`config.mk`:
```
export PLATFORM = sky130hd
export DESIGN_NAME = llx_core
export DESIGN_NICKNAME = d
export VERILOG_FILES = /design/src/rtl/llx_pkg.sv /design/src/rtl/llx_mem_if.sv /design/src/rtl/llx_core.sv /design/src/rtl/llx_alu.sv /design/src/rtl/llx_xlat.sv
export VERILOG_INCLUDE_DIRS = /design/src /design/src/rtl
export SDC_FILE = /design/constraint.sdc
export NUM_CORES = 1
export LEC_CHECK = 0
export BUFFER_PORTS_ARGS = -buffer_cell sky130_fd_sc_hd__buf_2
export CORE_MARGIN = 4
export CORE_UTILIZATION = 40
export CTS_CLUSTER_DIAMETER = 30
export DETAILED_ROUTE_END_ITERATION = 10
export GPL_TIMING_DRIVEN = 0
export PLACE_DENSITY_LB_ADDON = 0.12
export SYNTH_ARGS = -nofsm -noshare
export SYNTH_HDL_FRONTEND = slang
export SYNTH_SLANG_ARGS = --single-unit
```
`constraint.sdc`:
```
create_clock -name pclk -period 5.3 [get_ports pclk]
set_input_delay 0.795 -clock pclk [delete_from_list [all_inputs] [get_ports pclk]]
set_output_delay 0.795 -clock pclk [all_outputs]
set_load 0.02 [all_outputs]
```
`src/rtl/llx_consts.svh`:
```
`ifndef LLX_CONSTS_SVH
`define LLX_CONSTS_SVH
// apb register byte offsets
`define LLX_OFF_CTRL      12'h000
`define LLX_OFF_INSTR     12'h004
`define LLX_OFF_OPA_LO    12'h008
`define LLX_OFF_OPA_HI    12'h00c
`define LLX_OFF_OPB_LO    12'h010
`define LLX_OFF_OPB_HI    12'h014
`define LLX_OFF_OPD_LO    12'h018
`define LLX_OFF_OPD_HI    12'h01c
`define LLX_OFF_RES_LO    12'h020
`define LLX_OFF_RES_HI    12'h024
`define LLX_OFF_STATUS    12'h028
`define LLX_OFF_XSTAT     12'h02c
`define LLX_OFF_MSTATE    12'h030
`define LLX_OFF_PFX       12'h034
// control register fields
`define LLX_CTRL_GO       0
// status register fields
`define LLX_ST_BUSY       0
`define LLX_ST_DONE       1
`define LLX_ST_EXC        2
`define LLX_ST_ILLEGAL    3
`define LLX_ST_WROTE      4
// machine state fields
`define LLX_MST_CARRY     0
`define LLX_MST_USER      1
`define LLX_MST_VIRT      2
`define LLX_MST_USER_SV   3
`define LLX_MST_VIRT_SV   4
// exception status fields
`define LLX_XST_CAUSE_LSB 0
`define LLX_XST_STORE     5
`define LLX_XST_ZONE      6
`define LLX_XST_WIDE      7
`define LLX_XST_DEST_LSB  8
// cause codes
`define LLX_CAUSE_MISS    5'h12
`define LLX_CAUSE_ZONE    5'h10
`define LLX_CAUSE_ALIGN   5'h01
// prefix control fields
`define LLX_PFX_VALID_LSB 24
// latency in cycles
`define LLX_LAT_LOAD_FAST 2
`define LLX_LAT_LOAD_SLOW 3
`define LLX_RESET_VAL     32'h0000_0000
`endif

```
`src/rtl/llx_pkg.sv`:
```
package llx_pkg;
  typedef enum logic [3:0] {
    LLX_OP_LOAD_IDX  = 4'h0,
    LLX_OP_LOAD_SWP  = 4'h1,
    LLX_OP_LOAD_OFS  = 4'h2,
    LLX_OP_OR_REG    = 4'h3,
    LLX_OP_OR_IMM    = 4'h4,
    LLX_OP_OR_IMM2   = 4'h5,
    LLX_OP_PCMP_BF   = 4'h6,
    LLX_OP_PCMP_EQ   = 4'h7,
    LLX_OP_PCMP_NE   = 4'h8,
    LLX_OP_RSUB      = 4'h9
  } llx_op_type;

  typedef enum logic [1:0] {
    LLX_IDLE = 2'b00,
    LLX_XLAT = 2'b01,
    LLX_MEM  = 2'b10,
    LLX_DONE = 2'b11
  } llx_state_type;
endpackage : llx_pkg

```
`src/rtl/llx_mem_if.sv`:
```
interface llx_mem_if;
  logic        req;
  logic [63:0] addr;
  logic        miss;
  logic        denied;
  logic [63:0] rdata;
  modport core (output req, output addr, input miss, input denied, input rdata);
  modport mem  (input req, input addr, output miss, output denied, output rdata);
endinterface : llx_mem_if

```
`src/rtl/llx_core.sv`:
```
`include "llx_consts.svh"

module llx_core #(
  parameter int AREA_TUNING_LEVEL    = 0,
  parameter bit BYTE_SWAP_OPTION     = 1'b1,
  parameter bit PATTERN_MATCH_OPTION = 1'b1
) (
  // apb
  input  wire logic        pclk,
  input  wire logic        presetn,
  input  wire logic        psel,
  input  wire logic        penable,
  input  wire logic        pwrite,
  input  wire logic [11:0] paddr,
  input  wire logic [31:0] pwdata,
  output logic      [31:0] prdata,
  output logic             pready,
  output logic             pslverr,
  // data memory through translation
  output logic             mem_req,
  output logic      [63:0] mem_addr,
  input  wire logic        mem_miss,
  input  wire logic        mem_denied,
  input  wire logic [63:0] mem_rdata
);
  // elaboration stops on a tuning level that the sequencer cannot count
  if (AREA_TUNING_LEVEL < 0 || AREA_TUNING_LEVEL > 2) begin : g_bad_level
    $error("area tuning level must be 0, 1 or 2");
  end

  localparam logic [1:0] LOAD_LAT = (AREA_TUNING_LEVEL == 1) ? 2'(`LLX_LAT_LOAD_SLOW)
                                                             : 2'(`LLX_LAT_LOAD_FAST);

  // software-visible state, sequencer state and output flops
  logic [31:0] instr_reg;
  logic [63:0] opa_reg, opb_reg, opd_reg, res_reg;
  logic [31:0] pfx_reg;
  logic [7:0]  machine_state_reg;
  logic [12:0] exception_status_reg;
  logic [4:0]  status_reg;
  logic        go_reg;
  logic [1:0]  cnt_reg;
  llx_pkg::llx_state_type state_reg;
  logic [31:0] prdata_reg;
  logic        pready_reg, pslverr_reg;
  logic        mem_req_q;
  logic [63:0] mem_addr_q;

  // instruction decode: [3:0] op, [8:4] dest index, 9 keep, 10 use carry
  wire logic [3:0]  op_code   = instr_reg[3:0];
  wire logic [4:0]  dest_idx  = instr_reg[8:4];
  wire logic        keep_c    = instr_reg[9];
  wire logic        use_c     = instr_reg[10];
  wire logic [15:0] imm16     = instr_reg[31:16];
  wire logic [1:0]  pfx_cnt   = pfx_reg[`LLX_PFX_VALID_LSB +: 2];
  wire logic [23:0] pfx_val   = pfx_reg[23:0];

  // constant formation
  wire logic [63:0] imm_sext  = {{48{imm16[15]}}, imm16};
  wire logic [39:0] imm40     = {pfx_val, imm16};
  wire logic [63:0] imm_ext   = (pfx_cnt == 2'h0) ? imm_sext
                              : {{24{imm40[39]}}, imm40};

  wire logic is_load   = (op_code <= 4'h2);
  wire logic is_pcmp   = (op_code >= 4'h6) && (op_code <= 4'h8);
  wire logic illegal   = (op_code > 4'h9)
                       || (op_code == 4'h1 && !BYTE_SWAP_OPTION)
                       || (is_pcmp && !PATTERN_MATCH_OPTION);
  wire logic [63:0] ld_addr = (op_code == 4'h2) ? opa_reg + imm_ext
                                                : opa_reg + opb_reg;

  // bus decode
  wire logic        apb_acc = psel && penable && !pready_reg;
  wire logic        apb_wr  = apb_acc && pwrite;
  wire logic        apb_rd  = apb_acc && !pwrite;
  wire logic        hit     = (paddr <= `LLX_OFF_PFX) && (paddr[1:0] == 2'b00);
  wire logic        busy    = (state_reg != llx_pkg::LLX_IDLE);
  wire logic        start   = go_reg && !busy;

  // alu
  logic [63:0] alu_res;
  logic        alu_carry;
  llx_alu u_alu (
    .op        (op_code),
    .opa       (opa_reg),
    .opb       (opb_reg),
    .opd       (opd_reg),
    .imm       (imm_ext),
    .carry_in  (machine_state_reg[`LLX_MST_CARRY]),
    .use_carry (use_c),
    .result    (alu_res),
    .carry_out (alu_carry)
  );

  // translation and memory
  llx_mem_if   mif ();
  logic        x_miss, x_denied;
  logic [63:0] x_data;
  wire  logic  ld_start = start && is_load && !illegal;
  llx_xlat u_xlat (
    .pclk    (pclk),
    .presetn (presetn),
    .start   (ld_start),
    .addr    (ld_addr),
    .swap    (op_code == 4'h1),
    .mem     (mif.core),
    .miss    (x_miss),
    .denied  (x_denied),
    .data    (x_data)
  );
  assign mif.miss   = mem_miss;
  assign mif.denied = mem_denied;
  assign mif.rdata  = mem_rdata;

  wire logic user_privilege_flag  = machine_state_reg[`LLX_MST_USER];
  wire logic virtual_protect_flag = machine_state_reg[`LLX_MST_VIRT];
  wire logic f_miss  = virtual_protect_flag && x_miss;
  wire logic f_zone  = !f_miss && user_privilege_flag && virtual_protect_flag
                       && x_denied;
  wire logic f_align = !f_miss && !f_zone && (mem_addr_q[2:0] != 3'h0);

  function automatic logic [31:0] rd_mux(input logic [11:0] a);
    case (a)
      `LLX_OFF_CTRL:   rd_mux = {31'h0, go_reg};
      `LLX_OFF_INSTR:  rd_mux = instr_reg;
      `LLX_OFF_OPA_LO: rd_mux = opa_reg[31:0];
      `LLX_OFF_OPA_HI: rd_mux = opa_reg[63:32];
      `LLX_OFF_OPB_LO: rd_mux = opb_reg[31:0];
      `LLX_OFF_OPB_HI: rd_mux = opb_reg[63:32];
      `LLX_OFF_OPD_LO: rd_mux = opd_reg[31:0];
      `LLX_OFF_OPD_HI: rd_mux = opd_reg[63:32];
      `LLX_OFF_RES_LO: rd_mux = res_reg[31:0];
      `LLX_OFF_RES_HI: rd_mux = res_reg[63:32];
      `LLX_OFF_STATUS: rd_mux = {27'h0, status_reg};
      `LLX_OFF_XSTAT:  rd_mux = {19'h0, exception_status_reg};
      `LLX_OFF_MSTATE: rd_mux = {24'h0, machine_state_reg};
      `LLX_OFF_PFX:    rd_mux = pfx_reg;
      default:         rd_mux = 32'h0;
    endcase
  endfunction : rd_mux

  // apb slave; one wait state, so every access ends two cycles after setup
  always_ff @(posedge pclk or negedge presetn) begin
    if (!presetn) begin
      pready_reg  <= 1'b0;
      pslverr_reg <= 1'b0;
      prdata_reg  <= `LLX_RESET_VAL;
    end else begin
      pready_reg  <= apb_acc;
      pslverr_reg <= apb_acc && !hit;
      prdata_reg  <= apb_rd ? rd_mux(paddr) : 32'h0;
    end
  end

  // operand and instruction registers; writes while busy are dropped
  always_ff @(posedge pclk or negedge presetn) begin
    if (!presetn) begin
      instr_reg <= `LLX_RESET_VAL;
      opa_reg   <= 64'h0;
      opb_reg   <= 64'h0;
      opd_reg   <= 64'h0;
      pfx_reg   <= `LLX_RESET_VAL;
      go_reg    <= 1'b0;
    end else begin
      go_reg <= apb_wr && !busy && paddr == `LLX_OFF_CTRL && pwdata[`LLX_CTRL_GO];
      if (apb_wr && !busy) begin
        case (paddr)
          `LLX_OFF_INSTR:  instr_reg      <= pwdata;
          `LLX_OFF_OPA_LO: opa_reg[31:0]  <= pwdata;
          `LLX_OFF_OPA_HI: opa_reg[63:32] <= pwdata;
          `LLX_OFF_OPB_LO: opb_reg[31:0]  <= pwdata;
          `LLX_OFF_OPB_HI: opb_reg[63:32] <= pwdata;
          `LLX_OFF_OPD_LO: opd_reg[31:0]  <= pwdata;
          `LLX_OFF_OPD_HI: opd_reg[63:32] <= pwdata;
          `LLX_OFF_PFX:    pfx_reg        <= pwdata;
          default:         pfx_reg        <= pfx_reg;
        endcase
      end else if (start) begin
        pfx_reg <= {8'h0, pfx_reg[23:0]}; // prefix is consumed by the next instruction
      end
    end
  end

  // execution sequencer
  always_ff @(posedge pclk or negedge presetn) begin
    if (!presetn) begin
      state_reg  <= llx_pkg::LLX_IDLE;
      cnt_reg    <= 2'h0;
      res_reg    <= 64'h0;
      machine_state_reg    <= 8'h0;
      exception_status_reg <= 13'h0;
      status_reg <= 5'h0;
      mem_req_q  <= 1'b0;
      mem_addr_q <= 64'h0;
    end else begin
      mem_req_q  <= mif.req;
      mem_addr_q <= mif.addr;
      if (apb_wr && !busy && paddr == `LLX_OFF_MSTATE) begin
        machine_state_reg <= pwdata[7:0];
      end
      case (state_reg)
        llx_pkg::LLX_IDLE: begin
          if (start) begin
            status_reg <= 5'h1;
            if (illegal) begin
              status_reg <= 5'b01010;
            end else if (is_load) begin
              state_reg <= llx_pkg::LLX_XLAT;
              cnt_reg   <= LOAD_LAT - 2'h1;
            end else begin
              res_reg    <= alu_res;
              status_reg <= 5'b10010;
              if (op_code == 4'h9 && !keep_c) begin
                machine_state_reg[`LLX_MST_CARRY] <= alu_carry;
              end
            end
          end
        end
        llx_pkg::LLX_XLAT: begin
          cnt_reg <= cnt_reg - 2'h1;
          if (cnt_reg == 2'h1) begin
            state_reg <= llx_pkg::LLX_DONE;
          end
        end
        llx_pkg::LLX_DONE: begin
          state_reg <= llx_pkg::LLX_IDLE;
          if (f_miss) begin
            exception_status_reg <= {7'h0, 1'b0, `LLX_CAUSE_MISS};
            machine_state_reg[`LLX_MST_USER_SV] <= user_privilege_flag;
            machine_state_reg[`LLX_MST_VIRT_SV] <= virtual_protect_flag;
            machine_state_reg[`LLX_MST_USER]    <= 1'b0;
            machine_state_reg[`LLX_MST_VIRT]    <= 1'b0;
            status_reg <= 5'b00110;
          end else if (f_zone) begin
            exception_status_reg <= {5'h0, 1'b0, 1'b1, 1'b0, `LLX_CAUSE_ZONE};
            machine_state_reg[`LLX_MST_USER_SV] <= user_privilege_flag;
            machine_state_reg[`LLX_MST_USER]    <= 1'b0;
            machine_state_reg[`LLX_MST_VIRT]    <= 1'b0;
            status_reg <= 5'b00110;
          end else if (f_align) begin
            exception_status_reg <= {dest_idx, 1'b1, 1'b0, 1'b0, `LLX_CAUSE_ALIGN};
            status_reg <= 5'b00110;
          end else begin
            res_reg    <= x_data;
            status_reg <= 5'b10010;
          end
        end
        default: state_reg <= llx_pkg::LLX_IDLE;
      endcase
    end
  end

  // the load request leaves through a flop so top outputs stay registered
  assign prdata   = prdata_reg;
  assign pready   = pready_reg;
  assign pslverr  = pslverr_reg;
  assign mem_req  = mem_req_q;
  assign mem_addr = mem_addr_q;
endmodule : llx_core

```
`src/rtl/llx_alu.sv`:
```
module llx_alu (
  // operands
  input  wire logic [3:0]  op,
  input  wire logic [63:0] opa,
  input  wire logic [63:0] opb,
  input  wire logic [63:0] opd,
  input  wire logic [63:0] imm,
  input  wire logic        carry_in,
  input  wire logic        use_carry,
  // results
  output logic      [63:0] result,
  output logic             carry_out
);
  function automatic logic [63:0] byte_find(input logic [63:0] a, input logic [63:0] b);
    logic [63:0] pos;
    pos = 64'h0;
    for (int i = 7; i >= 0; i--) begin
      if (a[i*8 +: 8] == b[i*8 +: 8] && pos == 64'h0) begin
        pos = 64'(8 - i);
      end
    end
    return pos;
  endfunction : byte_find

  wire logic [64:0] rsub_sum = {1'b0, opb} + {1'b0, ~opa} + {64'h0, (use_carry ? carry_in : 1'b1)};
  wire logic        same     = (opa == opb);

  always_comb begin
    carry_out = rsub_sum[64];
    case (op)
      4'h3:    result = opa | opb;
      4'h4:    result = opa | imm;
      4'h5:    result = opd | imm;
      4'h6:    result = byte_find(opa, opb);
      4'h7:    result = {63'h0, same};
      4'h8:    result = {63'h0, ~same};
      4'h9:    result = rsub_sum[63:0];
      default: result = 64'h0;
    endcase
  end
endmodule : llx_alu

```
`src/rtl/llx_xlat.sv`:
```
module llx_xlat (
  // clock and reset
  input  wire logic        pclk,
  input  wire logic        presetn,
  // start
  input  wire logic        start,
  input  wire logic [63:0] addr,
  input  wire logic        swap,
  // memory side
  llx_mem_if.core          mem,
  // outcome
  output logic             miss,
  output logic             denied,
  output logic [63:0]      data
);
  logic [63:0] addr_reg;
  logic        req_reg;

  always_ff @(posedge pclk or negedge presetn) begin
    if (!presetn) begin
      addr_reg <= 64'h0;
      req_reg  <= 1'b0;
    end else begin
      req_reg  <= start;
      if (start) begin
        addr_reg <= addr;
      end
    end
  end

  assign mem.req  = req_reg;
  assign mem.addr = addr_reg;
  assign miss     = mem.miss;
  assign denied   = mem.denied;

  genvar g;
  generate
    for (g = 0; g < 8; g++) begin : g_swap
      assign data[g*8 +: 8] = swap ? mem.rdata[(7-g)*8 +: 8] : mem.rdata[g*8 +: 8];
    end
  endgenerate
endmodule : llx_xlat

```
==> metrics.md <==
| Metric | Value |
|---|---|
| First-pass GRT wire length | `257000 µm` |
| Layout cells sized above 1 | `16.9%` |
| Fin. max-slew vios | `22` |
| WP data arrival | `6.14 ns` |
| Synth area leader | `dfrtp_1` |
| Outcome | `finished, violations left` |
| Actual slew at the worst max-slew pin | `1.63 ns` |
| Initial DRC Count | `4333` |
| DRC | `0` |
| Crit path cell chain | `buf_2 > or4_1 > nor4_1 > nand2_1 > nor2_1 > clkbuf_1 > buf_1 > a221oi_1 > a31oi_1` |
| CP Launch Point | `paddr[9]` |
| PnR worst setup slack | `-0.271 ns` |
| CP required | `5.87 ns` |
| Pre-Repair DR Iteration Count | `8` |
| Worst path slowest cell | `clkbuf_1` |
| R2R Setup Slk | `0.05 ns` |
| H-tree Lvls | `4` |
| Sequential share of power | `29.6%` |
| Fin cells | `5097` |
| Syn Inst Count | `3553` |
| Number of synthesized register bits | `511` |
| Reg2reg path depth | `14` |
| Max VDD drop | `0.326 mV` |
| Post-synth top area share | `39.9%` |
| Slowest stage delay, CP | `0.93 ns` |
| Worst rel slew slack | `-8.42%` |
| PortBufs | `205` |
| Num rows | `103` |
| Yosys warning count | `0` |
| Synth Net Count | `3862` |
| Most frequent cells in the layout | `510 x dfrtp_1, 458 x nand2_1, 258 x o21ai_0` |
| Core ar. | `79100 µm²` |
| Hold WC Path Type | `input port to async pin` |
| Final cycle utilization of the critical path | `105%` |
| Num CTS Buffers | `141` |
| Clk_lat worst skew | `0.74 ns` |
| Layout Skew | `0.0291 ns` |
| Crit path buffers/inverters | `3` |
| CP Max Fanout | `10` |
| Yosys cell types | `86` |
| Logic pwr share | `2.8%` |
| Grt total ovfl | `0` |
| Crit Path Class | `input port to register` |
| Max Freq | `179 MHz` |
| FFs w/ async S/R, synth | `100%` |
| HPWL Detailed | `148000 µm` |
| Drt wl/cell | `36.9 µm` |
| Die area | `84600 µm²` |
| Reg clk slew, reported paths | `0.05 ns` |
| FF-to-FF Start | `opa_reg[0]$_DFFE_PN0P_` |
| DP Cell Count | `4819` |
| Failing checks | `max-capacitance violations, max-slew violations, negative setup slack` |
| Total track usage | `43.3%` |
| Top Ports | `214` |
| Initial antenna violation count | `15` |
| Cell-internal power | `0.0102 W` |
| CP Depth | `9` |
| Post-Syn Area | `32000 µm²` |
| Max Cap Viol | `4` |
| RSZ-0062 raised after global routing | `false` |
| Psw | `0.00308 W` |
| Tmin final | `5.57 ns` |
| Startpoint types | `input port` |
| Pwr dens | `332 nW/µm²` |
| Post-synth top flop | `dfrtp_1` |
| Crit path capture type | `register` |
| Final nets | `4226` |
| Clock power share | `67.6%` |
| Die height | `291 µm` |
| Area contributors post-synth | `dfrtp_1 40%, ha_1 7.5%, nand2_1 5.4%, mux2_2 4.6%, o21ai_0 4.0%` |
| GPL Wtd Cong | `1.08` |
| Commonest non-fill, non-tap cell in the layout | `dfrtp_1` |
| Via density | `6.48` |
| Via count | `33100` |
| CTS tree | `built` |
| Maximum clock path buffer count | `3` |
| CP delay by family, top | `simple AND/OR/NAND/NOR gates` |
| Final setup fails | `3` |
| Root Driver | `clkbuf_16` |
| Final hold vios | `0` |
| WL final | `188000 µm` |
| Post-route ant nets | `0` |
| Lkg Pwr | `18.3 nW` |
| R2r endpoint | `machine_state_reg[0]$_DFF_PN0_` |
| Largest net degree at the start of global routing | `115` |
| Switch share | `23.1%` |
| Utilization after layout | `50.6%` |
| Initial Util | `40.5%` |
| Horiz. Die Dim | `291 µm` |
| CTS Sinks | `511` |
| Area grow syn2layout | `25.0%` |
| Avg Inst Size Synth | `9.01 µm²` |
| Register area share after synthesis | `39.9%` |
| EDFF count, synth | `0` |
| Vias in the first global route | `31800` |
-- per-layer routing --
layer  share of wire [%]  vias to the layer above  GRT usage, %
li1                    -                    13800             -
met1                  39                    16400          55.5
met2                  40                     2213          60.3
met3                  12                      625          15.5
met4                 8.3                       10          30.0
met5                0.12                        -          1.47
-- worst max path at each step --
stage                                            to  slack [ns]
floorplan           u_xlat.mem.addr[56]$_DFFE_PN0P_        0.93
global placement             cnt_reg[0]$_DFFE_PN0P_       -7.71
detailed placement  u_xlat.mem.addr[63]$_DFFE_PN0P_       -3.01
CTS                 u_xlat.mem.addr[63]$_DFFE_PN0P_       -0.08
global route        u_xlat.mem.addr[63]$_DFFE_PN0P_        0.03
finish                         prdata[18]$_DFF_PN0_       -0.27
-- metrics by stage --
step | worst slack (ns) | hold WS, ns | power, W | cell area [µm²] | TNS [ns]
floorplan | 0.929 | 0.331 | 0.00408 | 32000 | 0
global placement | -7.71 | 0.336 | 0.00434 | 34400 | -3998.95
detailed placement | -3.01 | 0.335 | 0.00435 | 34600 | -107.81
CTS | -0.0815 | 0.0416 | 0.0133 | 39900 | -0.0815
global route | 0.0289 | 0.0756 | 0.0136 | 40000 | 0
finish | -0.271 | 0.0339 | 0.0133 | 40000 | -0.573
-- power by group through the flow --
stage          Combinational (W)  Sequential (W)  Clock, W
2_1_floorplan          0.0000925         0.00399         0
3_3_place_gp            0.000349         0.00399         0
3_5_place_dp            0.000363         0.00399         0
4_1_cts                 0.000367         0.00393   0.00902
5_1_grt                 0.000395         0.00393   0.00926
6_report                0.000377         0.00394   0.00899
-- cells by family (layout without fill, tap and decap cells) --
logic type	after synthesis	after routing	share of synthesized area, %
xor gates and xnor gates	118	118	3.23
adders and majority gates	194	194	7.65
AOI/OAI and AO/OA	1208	1208	25.2
buffers and inverters	421	901	4.95
and+or+nand+nor	906	906	12.4
DFF	511	511	39.9
muxes	195	195	6.63
other	0	14	0
-- synth_stat cells (9+ instances only) --
library cell    n
dfrtp_1       511
nand2_1       459
o21ai_0       259
a21oi_1       243
clkbuf_1      198
inv_1         194
ha_1          191
nor2_1        181
mux2_2        130
xnor2_1        89
nor3_1         75
a31oi_1        70
a22o_1         66
a221oi_1       64
o21a_1         60
mux2i_1        59
o22ai_1        57
o21ai_1        46
a21o_1         43
nand3_1        39
o221ai_1       39
a22oi_1        35
o21bai_1       29
xor2_1         29
a211oi_1       28
nor2b_1        26
nand4_1        23
o2111a_1       22
o211a_1        22
o31ai_1        21
buf_1          19
nor4_1         19
and3_1         15
o211ai_1       15
and2_1         14
nand2b_1       14
a41oi_1        11
or3_1          11
a211o_1        10
a222oi_1        9
o31a_1          9
-- cell type report --
| class | instances | area, µm² |
|---|---|---|
| Timing Repair Buffer | 226 | 1340 |
| Tap cell | 1050 | 1310 |
| Sequential cell | 511 | 12800 |
| Multi-Input combinational cell | 2621 | 17900 |
| Fill cell | 7648 | 39100 |
| Clock inverter | 77 | 1050 |
| Buffer | 216 | 858 |
| Clock buffer | 182 | 3980 |
| Inverter | 200 | 753 |
| Antenna cell | 14 | 35.0 |
-- repair_timing --
action / in CTS / in global routing
resized for setup: 44 / 32
hold buffers: 0 / 0
hold endpoints to repair: 0 / 0
pin swaps: 6 / 8
gates cloned: 0 / 0
buffers inserted: 6 / 4
endpoints found under the setup margin: 63 / 19
Power figures use the tool's default switching activity.
